## config.mk

```make
export PLATFORM = sky130hd
export DESIGN_NAME = can_mbs
export DESIGN_NICKNAME = d
export VERILOG_FILES = /design/src/can_mbs_pkg.sv /design/src/can_mbs.sv
export SDC_FILE = /design/constraint.sdc
export NUM_CORES = 1
export LEC_CHECK = 0
export ABC_CLOCK_PERIOD_IN_PS = 25600
export BUFFER_PORTS_ARGS = -buffer_cell sky130_fd_sc_hd__buf_2
export CORE_MARGIN = 4
export CORE_UTILIZATION = 60
export DETAILED_ROUTE_END_ITERATION = 7
export PLACE_DENSITY_LB_ADDON = 0.05
export SYNTH_ARGS = -nofsm -noshare
export SYNTH_HDL_FRONTEND = slang
export SYNTH_SLANG_ARGS = --single-unit
```

## constraint.sdc

```tcl
create_clock -name aclk -period 25.6 [get_ports aclk]
set_clock_uncertainty 0.2 [all_clocks]
set_input_delay 5.12 -clock aclk [delete_from_list [all_inputs] [get_ports aclk]]
set_output_delay 5.12 -clock aclk [all_outputs]
set_load 0.01 [all_outputs]
```

## src/can_mbs_pkg.sv

```systemverilog
// Package for the CAN mask, receive buffer status and transmit control block
package can_mbs_pkg;
   localparam int NUM_MASKS = 3;
   localparam int NUM_BUFS  = 32;
   localparam int NUM_CTRL  = 4;
   // Register byte addresses
   localparam logic [7:0] MASK_BASE_ADDR  = 8'h00;
   localparam logic [7:0] FULL_LO_ADDR    = 8'h20;
   localparam logic [7:0] FULL_HI_ADDR    = 8'h24;
   localparam logic [7:0] OVF_LO_ADDR     = 8'h28;
   localparam logic [7:0] OVF_HI_ADDR     = 8'h2C;
   localparam logic [7:0] CTRL_BASE_ADDR  = 8'h30;
   // Standard mask word fields
   localparam int SID_MSB   = 15;
   localparam int SID_LSB   = 5;
   localparam int MODE_BIT  = 3;
   localparam int EXT_HI_MSB = 1;
   // Control byte fields
   localparam int DIR_BIT   = 7;
   localparam int ABT_BIT   = 6;
   localparam int LARB_BIT  = 5;
   localparam int ERR_BIT   = 4;
   localparam int REQ_BIT   = 3;
   localparam int RTR_BIT   = 2;
   localparam logic [15:0] STD_MASK_WMASK = 16'hFFEB;
   localparam logic [7:0]  CTRL_WMASK     = 8'h8F;
   localparam logic [1:0]  NO_MASK_SEL    = 2'b11;
   localparam logic [1:0]  BRESP_OKAY     = 2'b00;
   localparam logic [1:0]  BRESP_DECERR   = 2'b11;

   typedef struct packed {
      logic [15:0] std_w;
      logic [15:0] ext_w;
   } mask_set_t;

   typedef struct packed {
      logic        dir;
      logic        aborted;
      logic        arb_lost;
      logic        bus_err;
      logic        req;
      logic        rtr_en;
      logic [1:0]  prio;
   } buf_ctrl_t;

   // Identifier pattern of a frame or a filter: 11-bit standard + 18-bit extended
   typedef struct packed {
      logic        ext;
      logic [10:0] sid;
      logic [17:0] eid;
   } can_id_t;

   typedef enum logic [2:0] {
      BUS_IDLE = 3'b001,
      BUS_WRSP = 3'b010,
      BUS_RRSP = 3'b100
   } bus_state_t;
endpackage

```

## src/can_mbs.sv

```systemverilog
// CAN acceptance masks, receive buffer flags and transmit buffer control
//
// Local design decisions: the AXI4-Lite interface to the registers and the register addresses.
`timescale 1ns/1ns
module can_mbs
   import can_mbs_pkg::*;
#(
   parameter int NBUF = NUM_BUFS
) (
   input  wire logic        aclk,
   input  wire logic        aresetn,
   // AXI4-Lite slave
   input  wire logic [7:0]  s_axi_awaddr,
   input  wire logic        s_axi_awvalid,
   output logic             s_axi_awready,
   input  wire logic [31:0] s_axi_wdata,
   input  wire logic [3:0]  s_axi_wstrb,
   input  wire logic        s_axi_wvalid,
   output logic             s_axi_wready,
   output logic [1:0]       s_axi_bresp,
   output logic             s_axi_bvalid,
   input  wire logic        s_axi_bready,
   input  wire logic [7:0]  s_axi_araddr,
   input  wire logic        s_axi_arvalid,
   output logic             s_axi_arready,
   output logic [31:0]      s_axi_rdata,
   output logic [1:0]       s_axi_rresp,
   output logic             s_axi_rvalid,
   input  wire logic        s_axi_rready,
   // Acceptance check from the protocol engine
   input  wire can_id_t     frame_id,
   input  wire can_id_t     filter_id,
   input  wire logic [1:0]  filter_mask_source,
   output logic             filter_accept,
   // Receive store events
   input  wire logic        rx_store,
   input  wire logic [4:0]  rx_store_buf,
   input  wire logic        rx_remote,
   input  wire logic [4:0]  rx_remote_buf,
   // Transmit status events for the buffer in flight
   input  wire logic        tx_done,
   input  wire logic        tx_abort_done,
   input  wire logic        tx_arb_lost,
   input  wire logic        tx_bus_error,
   input  wire logic [2:0]  tx_event_buf,
   // Transmit scheduling
   output logic             tx_pending,
   output logic [2:0]       tx_next_buf,
   output logic [7:0]       tx_abort_req,
   output logic [7:0]       buffer_direction_select
);
   // Message contents are kept in DMA memory; only masks, flags and control live here
   typedef struct packed {
      bus_state_t            st;
      logic                  aw_got;
      logic                  w_got;
      logic [7:0]            awaddr;
      logic [31:0]           wdata;
      logic [3:0]            wstrb;
      logic [1:0]            bresp;
      logic [31:0]           rdata;
      logic [1:0]            rresp;
      mask_set_t [2:0]       masks;
      logic [31:0]           full;
      logic [31:0]           ovf;
      buf_ctrl_t [7:0]       ctrl;
      logic [7:0]            abort_req;
      logic                  acc;
      logic                  pend;
      logic [2:0]            nbuf;
   } state_t;

   state_t s_r;
   state_t s_nxt;

   // Flag words are laid out for exactly 32 buffers; the control decode covers buffers 0 to 7
   if (NBUF != NUM_BUFS) begin : g_nbuf_check
      $error("NBUF must be 32");
   end

   logic [31:0]  mask_sel;
   logic         sid_eq;
   logic         all_eq;
   logic         wr_go;
   logic [31:0]  wmask;
   logic [31:0]  wval;
   logic [31:0]  rval;
   logic         rhit;
   logic         whit;
   logic [2:0]   widx;
   logic [2:0]   ridx;
   logic [3:0]   best_pri;
   buf_ctrl_t    cb;

   always_comb begin
      s_nxt = s_r;
      mask_sel = '0;
      sid_eq = 1'b0;
      all_eq = 1'b0;
      wr_go = 1'b0;
      wmask = '0;
      wval = '0;
      rval = '0;
      rhit = 1'b0;
      whit = 1'b0;
      widx = '0;
      ridx = '0;
      best_pri = '0;
      cb = '0;

      // Acceptance: mask one compares, zero is don't-care
      if (filter_mask_source == NO_MASK_SEL) begin
         mask_sel = 32'hFFFF_FFFF;
      end else begin
         mask_sel = {s_r.masks[filter_mask_source].std_w,
                     s_r.masks[filter_mask_source].ext_w};
      end
      sid_eq = ((frame_id.sid ^ filter_id.sid) & mask_sel[16 + SID_LSB +: 11]) == '0;
      all_eq = sid_eq && (((frame_id.eid ^ filter_id.eid)
               & {mask_sel[16 + EXT_HI_MSB -: 2], mask_sel[15:0]}) == '0);
      if (filter_mask_source != NO_MASK_SEL && mask_sel[16 + MODE_BIT]) begin
         s_nxt.acc = (frame_id.ext == filter_id.ext) &&
                     (filter_id.ext ? all_eq : sid_eq);
      end else begin
         s_nxt.acc = frame_id.ext ? all_eq : sid_eq;
      end

      // Transmit status events for the buffer in flight
      s_nxt.abort_req = s_r.abort_req;
      if (tx_done) begin
         s_nxt.ctrl[tx_event_buf].req = 1'b0;
         s_nxt.abort_req[tx_event_buf] = 1'b0;
      end
      if (tx_abort_done) begin
         s_nxt.ctrl[tx_event_buf].aborted = 1'b1;
         // Dropping the request here keeps an aborted buffer out of the scheduler
         s_nxt.ctrl[tx_event_buf].req = 1'b0;
         s_nxt.abort_req[tx_event_buf] = 1'b0;
      end
      if (tx_arb_lost) begin
         s_nxt.ctrl[tx_event_buf].arb_lost = 1'b1;
      end
      if (tx_bus_error) begin
         s_nxt.ctrl[tx_event_buf].bus_err = 1'b1;
      end

      // AXI4-Lite slave: one write or one read at a time, write first
      s_axi_awready = (s_r.st == BUS_IDLE) && !s_r.aw_got;
      s_axi_wready  = (s_r.st == BUS_IDLE) && !s_r.w_got;
      s_axi_arready = (s_r.st == BUS_IDLE) && !s_r.aw_got && !s_r.w_got
                      && !s_axi_awvalid && !s_axi_wvalid;
      if (s_axi_awvalid && s_axi_awready) begin
         s_nxt.aw_got = 1'b1;
         s_nxt.awaddr = s_axi_awaddr;
      end
      if (s_axi_wvalid && s_axi_wready) begin
         s_nxt.w_got = 1'b1;
         s_nxt.wdata = s_axi_wdata;
         s_nxt.wstrb = s_axi_wstrb;
      end

      case (s_r.st)
         BUS_IDLE: begin
            if (s_r.aw_got && s_r.w_got) begin
               wr_go = 1'b1;
               s_nxt.aw_got = 1'b0;
               s_nxt.w_got = 1'b0;
               s_nxt.st = BUS_WRSP;
            end else if (s_axi_arvalid && s_axi_arready) begin
               s_nxt.st = BUS_RRSP;
               s_nxt.rresp = BRESP_OKAY;
               if (s_axi_araddr < FULL_LO_ADDR) begin
                  ridx = s_axi_araddr[5:3];
                  if (ridx < 3'(NUM_MASKS)) begin
                     rhit = 1'b1;
                     rval = {16'h0000, s_axi_araddr[2] ? s_r.masks[ridx].ext_w
                                                        : s_r.masks[ridx].std_w};
                  end
               end else if (s_axi_araddr == FULL_LO_ADDR) begin
                  rhit = 1'b1;
                  rval = {16'h0000, s_r.full[15:0]};
               end else if (s_axi_araddr == FULL_HI_ADDR) begin
                  rhit = 1'b1;
                  rval = {16'h0000, s_r.full[31:16]};
               end else if (s_axi_araddr == OVF_LO_ADDR) begin
                  rhit = 1'b1;
                  rval = {16'h0000, s_r.ovf[15:0]};
               end else if (s_axi_araddr == OVF_HI_ADDR) begin
                  rhit = 1'b1;
                  rval = {16'h0000, s_r.ovf[31:16]};
               end else if (s_axi_araddr >= CTRL_BASE_ADDR && s_axi_araddr < 8'h40) begin
                  ridx = {s_axi_araddr[3:2], 1'b0};
                  rhit = 1'b1;
                  rval = {16'h0000, s_r.ctrl[ridx + 3'd1], s_r.ctrl[ridx]};
               end
               s_nxt.rdata = rhit ? rval : 32'h0000_0000;
               s_nxt.rresp = rhit ? BRESP_OKAY : BRESP_DECERR;
            end
         end
         BUS_WRSP: begin
            if (s_axi_bready) begin
               s_nxt.st = BUS_IDLE;
            end
         end
         BUS_RRSP: begin
            if (s_axi_rready) begin
               s_nxt.st = BUS_IDLE;
            end
         end
         default: begin
            s_nxt.st = BUS_IDLE;
         end
      endcase

      // Register writes; only the low 16 bits hold data
      wmask = {16'h0000, {8{s_r.wstrb[1]}}, {8{s_r.wstrb[0]}}};
      wval = s_r.wdata;
      if (wr_go) begin
         s_nxt.bresp = BRESP_OKAY;
         if (s_r.awaddr < FULL_LO_ADDR && s_r.awaddr[5:3] < 3'(NUM_MASKS)) begin
            widx = s_r.awaddr[5:3];
            whit = 1'b1;
            if (s_r.awaddr[2]) begin
               s_nxt.masks[widx].ext_w = (s_r.masks[widx].ext_w & ~wmask[15:0])
                                         | (wval[15:0] & wmask[15:0]);
            end else begin
               s_nxt.masks[widx].std_w = (s_r.masks[widx].std_w & ~wmask[15:0])
                                         | (wval[15:0] & wmask[15:0] & STD_MASK_WMASK);
            end
         end else if (s_r.awaddr == FULL_LO_ADDR || s_r.awaddr == FULL_HI_ADDR) begin
            whit = 1'b1;
            if (s_r.awaddr[2]) begin
               s_nxt.full[31:16] = s_r.full[31:16] & (wval[15:0] | ~wmask[15:0]);
            end else begin
               s_nxt.full[15:0] = s_r.full[15:0] & (wval[15:0] | ~wmask[15:0]);
            end
         end else if (s_r.awaddr == OVF_LO_ADDR || s_r.awaddr == OVF_HI_ADDR) begin
            whit = 1'b1;
            if (s_r.awaddr[2]) begin
               s_nxt.ovf[31:16] = s_r.ovf[31:16] & (wval[15:0] | ~wmask[15:0]);
            end else begin
               s_nxt.ovf[15:0] = s_r.ovf[15:0] & (wval[15:0] | ~wmask[15:0]);
            end
         end else if (s_r.awaddr >= CTRL_BASE_ADDR && s_r.awaddr < 8'h40) begin
            whit = 1'b1;
            for (int b = 0; b < 2; b++) begin
               widx = {s_r.awaddr[3:2], 1'b0} + 3'(b);
               if (s_r.wstrb[b]) begin
                  cb = buf_ctrl_t'(wval[8*b +: 8]);
                  s_nxt.ctrl[widx].dir = cb.dir;
                  s_nxt.ctrl[widx].rtr_en = cb.rtr_en;
                  s_nxt.ctrl[widx].prio = cb.prio;
                  if (cb.req && !s_r.ctrl[widx].req) begin
                     s_nxt.ctrl[widx].req = 1'b1;
                     s_nxt.ctrl[widx].aborted = 1'b0;
                     s_nxt.ctrl[widx].arb_lost = 1'b0;
                     s_nxt.ctrl[widx].bus_err = 1'b0;
                  end else if (!cb.req && s_r.ctrl[widx].req) begin
                     // Request stays up until the engine reports tx_abort_done or tx_done
                     s_nxt.abort_req[widx] = 1'b1;
                  end
               end
            end
         end
         s_nxt.bresp = whit ? BRESP_OKAY : BRESP_DECERR;
      end

      // Hardware sets come after software clears so a same-cycle event wins
      if (rx_store) begin
         if (s_r.full[rx_store_buf]) begin
            s_nxt.ovf[rx_store_buf] = 1'b1;
         end
         s_nxt.full[rx_store_buf] = 1'b1;
      end
      if (rx_remote && rx_remote_buf < 5'd8 && s_r.ctrl[rx_remote_buf[2:0]].rtr_en
          && s_r.ctrl[rx_remote_buf[2:0]].dir) begin
         s_nxt.ctrl[rx_remote_buf[2:0]].req = 1'b1;
         s_nxt.ctrl[rx_remote_buf[2:0]].aborted = 1'b0;
         s_nxt.ctrl[rx_remote_buf[2:0]].arb_lost = 1'b0;
         s_nxt.ctrl[rx_remote_buf[2:0]].bus_err = 1'b0;
      end

      // Pick highest priority; scanning upward with >= favours higher buffers
      s_nxt.pend = 1'b0;
      s_nxt.nbuf = '0;
      for (int i = 0; i < NUM_CTRL * 2; i++) begin
         if (s_r.ctrl[i].dir && s_r.ctrl[i].req && !s_r.abort_req[i] &&
             (!s_nxt.pend || {2'b00, s_r.ctrl[i].prio} >= best_pri)) begin
            s_nxt.pend = 1'b1;
            s_nxt.nbuf = 3'(i);
            best_pri = {2'b00, s_r.ctrl[i].prio};
         end
      end
   end

   always_ff @(posedge aclk) begin
      if (!aresetn) begin
         s_r <= '0;
         s_r.st <= BUS_IDLE;
      end else begin
         s_r <= s_nxt;
      end
   end

   assign s_axi_bvalid  = (s_r.st == BUS_WRSP);
   assign s_axi_bresp   = s_r.bresp;
   assign s_axi_rvalid  = (s_r.st == BUS_RRSP);
   assign s_axi_rdata   = s_r.rdata;
   assign s_axi_rresp   = s_r.rresp;
   assign filter_accept = s_r.acc;
   assign tx_pending    = s_r.pend;
   assign tx_next_buf   = s_r.nbuf;
   assign tx_abort_req  = s_r.abort_req;
   generate
      for (genvar g = 0; g < 8; g++) begin : g_dir
         assign buffer_direction_select[g] = s_r.ctrl[g].dir;
      end
   endgenerate
endmodule

```

==> results of run 1 <==
-- synthesized netlist by cell type (25+ instances only) --
library cell / n
a21oi_1: 285
o221ai_1: 29
buf_4: 56
nand4_1: 29
dfxtp_1: 286
nand2b_1: 29
nor2_1: 274
mux2_2: 37
inv_1: 27
clkbuf_1: 90
a22oi_1: 32
mux4_2: 25
mux2i_1: 125
xor2_1: 30
nand2_1: 228
buf_2: 26
o21ai_0: 117
-- area by class of cell --
type	instances	area (um2)
Tap cell	335	419
Timing Repair Buffer	186	981
Fill cell	2271	8730
Clock inverter	12	63.8
Sequential cell	286	5730
Clock buffer	44	865
Multi-Input combinational cell	1462	9010
Inverter	28	110
-- report_power, final --
| part | internal, mW | total, mW | switching (mW) |
|---|---|---|---|
| clock network | 0.233 | 0.417 | 0.184 |
| registers | 0.454 | 0.464 | 0.00924 |
| logic | 0.0433 | 0.143 | 0.100 |
| total | 0.731 | 1.02 | 0.293 |
-- cell families after synthesis --
kind of cell | after synthesis
multiplexers | 189
AO/OA/AOI/OAI | 541
other | 1
buffers and inverters | 215
XOR/XNOR | 30
adder cells (fa/ha/maj) | 10
flip-flops | 286
AND/OR/NAND/NOR | 676
-- critical path, stage by stage --
cell and delay [ns]:
buf_2 0.12, nor4b_4 0.30, buf_2 0.18
-- layer usage --
layer | vias to the layer above | GRT usage (%) | share of wire, %
met3 | 135 | 7.20 | 11
met2 | 832 | 50.7 | 43
met4 | 0 | 12.0 | 4.0
met5 | - | 0 | 0
met1 | 7063 | 47.4 | 42
li1 | 6929 | - | -
-- path summary, 6_finish.rpt --
check	start	endpoint	slack [ns]	depth (start not counted)
max	s_axi_wvalid	s_axi_arready	14.55	3
max reg2reg	s_r[16]$_SDFF_PN0_	tx_next_buf[0]$_SDFF_PN0_	15.98	42
min reg2reg	wval[5]$_SDFFE_PN0P_	wval[5]$_SDFFE_PN0P_	0.26	2
min	wval[5]$_SDFFE_PN0P_	wval[5]$_SDFFE_PN0P_	0.26	2
-- flip-flops by register name, indices dropped and copies added, names as in the netlist --
register / cells
s_axi_rresp: 1
filter_accept: 1
tx_pending: 1
s_r: 231
s_axi_bresp: 1
s_axi_rdata: 16
wval: 16
buffer_direction_select: 8
tx_next_buf: 3
tx_abort_req: 8
-- metrics by stage --
stage	std cells	power [mW]	worst slack, ns	instance area (um2)	hold slack, ns
6_report	2353	1.02	14.55	17200	0.256
5_1_grt	2353	1.06	14.52	17200	0.282
4_1_cts	2353	1.02	14.55	17200	0.256
3_5_place_dp	2297	0.612	14.56	16200	0.244
3_3_place_gp	2297	0.610	14.57	16200	0.243
2_1_floorplan	1963	0.564	14.82	15800	0.231
==> impl_metrics.json, run 1 <==
{
  "drive_gt1_share_pct": 16.3,
  "synth_cell_types": 75,
  "area_delta_synth_final_pct": 9.11,
  "period_needed_ns": 11.05,
  "ys_async_sr_fraction_pct": 0,
  "drtAntennaViolNets": 0,
  "cts_max_path_buffers": 3,
  "cts_hold_buf": 0,
  "crit_arrival_ns": 5.73,
  "synth_xor_area_share_pct": 1.67,
  "worstSetupPathType": "primary input to output pin",
  "fmax_mhz": 90.5,
  "routedWlPerCell_um": 21.5,
  "vias_per_cell": 6.36,
  "insertion_delay_ns": 0.57,
  "grt_pass1_wl_um": 77400,
  "synth_compound_area_share_pct": 20.1,
  "netlist.area_leader.share_pct": 36.4,
  "dr.first_iter.drc_count": 1981,
  "antenna_found_initial": 0,
  "path_clk_slew_ns": 0.06,
  "cp_data_required_time_ns": 20.28,
  "p_leak_nw": 6.42,
  "utilization_pct": 66.3,
  "max_cap_violations": 0,
  "start_util_pct": 60.8,
  "cts_resized": 0,
  "syn-cell-area_mm2": 0.0157,
  "min_period_over_period_pct": 43.2,
  "die_area_mm2": 0.0289,
  "wirelength_um": 50700,
  "final_nets": 2145,
  "syn_inst": 1948,
  "p_per_area_mw_per_mm2": 59.6,
  "final_cell_mix": "a21oi_1, dfxtp_1, nor2_1",
  "slew_headroom_pct": 15.3,
  "cts_setup_buffers": 0,
  "yosys.area_share.simple_pct": 19.7,
  "grt_max_degree": 117,
  "drc": 0,
  "die_y_um": 170,
  "yosys_register_bits": 286,
  "synth_area_leader_cell": "dfxtp_1",
  "status": "complete, no violations",
  "globalRouteOverflowTotal": 0,
  "worst_pin_slew_ns": 1.26,
  "synth_ff_type": "dfxtp_1",
  "cp-start-kind": "primary input",
  "setup_tns_ns": 0,
  "synthMuxAreaShare_pct": 14.5,
  "die_w_um": 170,
  "diodes": 0,
  "synth_fa_ha_area_share_pct": 0.795,
  "track_usage_pct": 33.5,
  "io_pins": 202,
  "setup_viol": 0,
  "ir_drop_v": 0.0000617,
  "clock-root-buffer": "clkbuf_16",
  "port_buffers": 167,
  "hold_viol": 0,
  "synth_edf_count": 0,
  "min_path_type": "register to register",
  "rsz0062_at_grt": "false",
  "yosys_warnings": 0,
  "grt_pass1_vias": 13712,
  "cts_tree": "done",
  "synth_top_family_by_area": "compound AO/OA/AOI/OAI gates",
  "gp_congestion": 0.939,
  "core_area_mm2": 0.0259,
  "h-tree-depth": 1,
  "crit_path_end_kind": "output pin",
  "synth_area_per_cell_um2": 8.08,
  "slew_viol_final": 0,
  "synth-seq-area-share_pct": 36.4,
  "cts-buffers-inserted": 31,
  "dp_hpwl_um": 33900,
  "cts_num_sinks": 286,
  "std_cell_rows": 59,
  "worstPathMaxFanout": 3,
  "synth_area_leaders": "dfxtp_1, a21oi_1, mux2i_1",
  "num_vias": 14959,
  "dr.pass1.iters": 7
}
Note: power is estimated with default switching activity, not from simulation.
==> inputs of run 2 (changes only) <==
Settings changed: ABC_AREA set to 1, ABC_CLOCK_PERIOD_IN_PS 25600 to 9300, CORE_UTILIZATION 60 to 53.
Clock period 25.6 ns to 9.3 ns, I/O delays scaled along.
==> run 2 against run 1 <==
Net effect: hold slack better by 0.0048 ns; routed wire length rose by 17%; count of clock-buffer cells in the layout down 3; global-route usage increased by 1.2 points; final cell count grew 16%; utilization fell by 6.5 points; sequential power rose to 2.8 times the previous value.
==> impl_metrics.json, run 2 <==
{
  "largest_register": "s_r",
  "synth_area_per_cell_um2": 6.87,
  "rsz0062_at_grt": "false",
  "die_y_um": 179,
  "worstSetupPathType": "register to register",
  "max_cap_violations": 0,
  "dr.pass1.iters": 7,
  "synth_ff_type": "dfxtp_1",
  "min_path_type": "register to register",
  "globalRouteOverflowTotal": 0,
  "fmax_mhz": 127,
  "drc": 0,
  "start_util_pct": 54.0,
  "power.clock.fraction_pct": 42.2,
  "crit_path_end_kind": "register",
  "vias_per_cell": 6.26,
  "synth-seq-area-share_pct": 36.7,
  "largest_reg_flops": 231,
  "yosys_warnings": 0,
  "p_comb_share_pct": 14.0,
  "worst_path_max_delay_cell": "dfxtp_1",
  "gp_congestion": 0.968,
  "std_cell_rows": 62,
  "cts-buffers-inserted": 31,
  "clock-root-buffer": "clkbuf_16",
  "synth_most_common_cell": "a21oi_1",
  "netlist.area_leader.share_pct": 36.7,
  "crit_start": "buffer_direction_select[0]$_SDFFE_PN0P_",
  "setup_tns_ns": 0,
  "p_per_area_mw_per_mm2": 170,
  "die_area_mm2": 0.0322,
  "core_area_mm2": 0.0289,
  "synth_area_leaders": "dfxtp_1, a21oi_1, o21ai_0",
  "worst_pin_slew_ns": 1.34,
  "final_nets": 2478,
  "cts_resized": 0,
  "grt_pass1_wl_um": 90100,
  "synth_cell_types": 54,
  "slew_viol_final": 0,
  "slew_headroom_pct": 9.97,
  "cts_hold_buf": 0,
  "dr.first_iter.drc_count": 2026,
  "num_vias": 17096,
  "insertion_delay_ns": 0.57,
  "dp_hpwl_um": 41200,
  "h-tree-depth": 1,
  "crit_arrival_ns": 8.12,
  "drtAntennaViolNets": 0,
  "syn-cell-area_mm2": 0.0156,
  "r2r-start": "buffer_direction_select[0]$_SDFFE_PN0P_",
  "die_w_um": 179,
  "routedWlPerCell_um": 21.8,
  "synth_edf_count": 0,
  "status": "complete, no violations",
  "final_cell_mix": "a21oi_1, o21ai_0, nand2_1",
  "cts_max_path_buffers": 3,
  "diodes": 0,
  "cts_tree": "done",
  "ir_drop_v": 0.000156,
  "cpPeakStageDelay_ns": 0.50,
  "synth_area_leader_cell": "dfxtp_1",
  "port_buffers": 167,
  "p_int_mw": 2.07,
  "setup_viol": 0,
  "io_pins": 202,
  "antenna_found_initial": 0,
  "wirelength_um": 59500,
  "worst_path_most_repeated_cell": "nand2_1",
  "grt_pass1_vias": 15749,
  "p_leak_nw": 6.43,
  "syn_inst": 2269,
  "cp_data_required_time_ns": 9.56,
  "ys_async_sr_fraction_pct": 0,
  "min_period_over_period_pct": 84.5,
  "grt_max_degree": 87,
  "switching_share_pct": 29.4,
  "hp-start": "s_r[310]$_SDFFE_PN0P_",
  "area_delta_synth_final_pct": 10.8,
  "cp-start-kind": "register",
  "yosys_register_bits": 286,
  "synth_common_cells": "a21oi_1, o21ai_0, nand2_1",
  "pwr-share-seq_pct": 43.7,
  "worstPathMaxFanout": 6,
  "period_needed_ns": 7.86,
  "utilization_pct": 59.8,
  "final_common_cell": "a21oi_1",
  "drive_gt1_share_pct": 12.1,
  "cts_num_sinks": 286,
  "hold_viol": 0,
  "track_usage_pct": 34.7,
  "path_clk_slew_ns": 0.06,
  "p_sw_mw": 0.860,
  "cts_setup_buffers": 0
}
[run 2: changes by cell type after synthesis, sizes merged, moves of 87 or more]
cell,change
nand3,+87
nor2,-116
inv,+225
nand2,+87
mux2i,-125
o21ai,+203
[run 2: layout make-up]
class / count / area, um2
Tap cell: 384 / 480
Inverter: 258 / 971
Clock inverter: 13 / 123
Timing Repair Buffer: 191 / 1020
Multi-Input combinational cell: 1560 / 8070
Sequential cell: 286 / 5730
Fill cell: 2800 / 11600
Clock buffer: 41 / 873
[run 2: routing by layer]
| layer | vias up | part of all wire, % | routed length (um) | track usage, % |
|---|---|---|---|---|
| met3 | 230 | 10 | 5940 | 6.24 |
| met1 | 7930 | 38 | 22800 | 44.0 |
| li1 | 7866 | - | - | - |
| met4 | 0 | 7.4 | 4380 | 20.8 |
| met5 | - | 0 | 0 | 0 |
| met2 | 1070 | 44 | 26400 | 55.2 |
[run 2: metrics by stage]
step / total power [mW] / cells / setup WS [ns] / cell area, um2 / hold WS [ns]
4_1_cts: 2.92 / 2733 / 1.49 / 17300 / 0.263
2_1_floorplan: 1.54 / 2284 / 2.42 / 15600 / 0.237
3_3_place_gp: 1.70 / 2679 / 1.82 / 16300 / 0.251
3_5_place_dp: 1.70 / 2679 / 1.53 / 16300 / 0.255
6_report: 2.93 / 2733 / 1.44 / 17300 / 0.261
5_1_grt: 3.01 / 2733 / 0.658 / 17300 / 0.286
[run 2: worst paths after layout]
check	end	slack, ns	cells past startpoint
worst max-delay path	tx_next_buf[2]$_SDFF_PN0_	1.44	58
worst min-delay path	s_r[310]$_SDFFE_PN0P_	0.26	2
worst max register to register	tx_next_buf[2]$_SDFF_PN0_	1.44	58
worst min register to register	s_r[310]$_SDFFE_PN0P_	0.26	2
[run 2: worst max-delay path, delay by kind of cell, from the launching register on]
family	cells	cell delay (ns)
AOI/OAI and AO/OA	9	1.50
and+or+nand+nor	36	3.32
adders and majority gates	7	1.85
buffers and inverters	6	0.39
DFF	1	0.50
[run 2: logic make-up (layout without fill, tap and decap cells)]
logic type,after synthesis,after routing,share of synthesized area (%)
other,1,16,0.0241
AO/OA/AOI/OAI,829,829,29.8
XOR/XNOR,30,30,1.69
AND/OR/NAND/NOR,675,675,19.1
buffers and inverters,438,503,11.9
adder cells (fa/ha/maj),10,10,0.803
flip-flops,286,286,36.7
[run 2: power groups by stage]
stage          clock [mW]  sequential (mW)  combinational, mW
6_report             1.24             1.28              0.411
5_1_grt              1.29             1.28              0.437
2_1_floorplan           0             1.29              0.249
4_1_cts              1.24             1.28              0.396
3_5_place_dp            0             1.31              0.394
3_3_place_gp            0             1.31              0.391
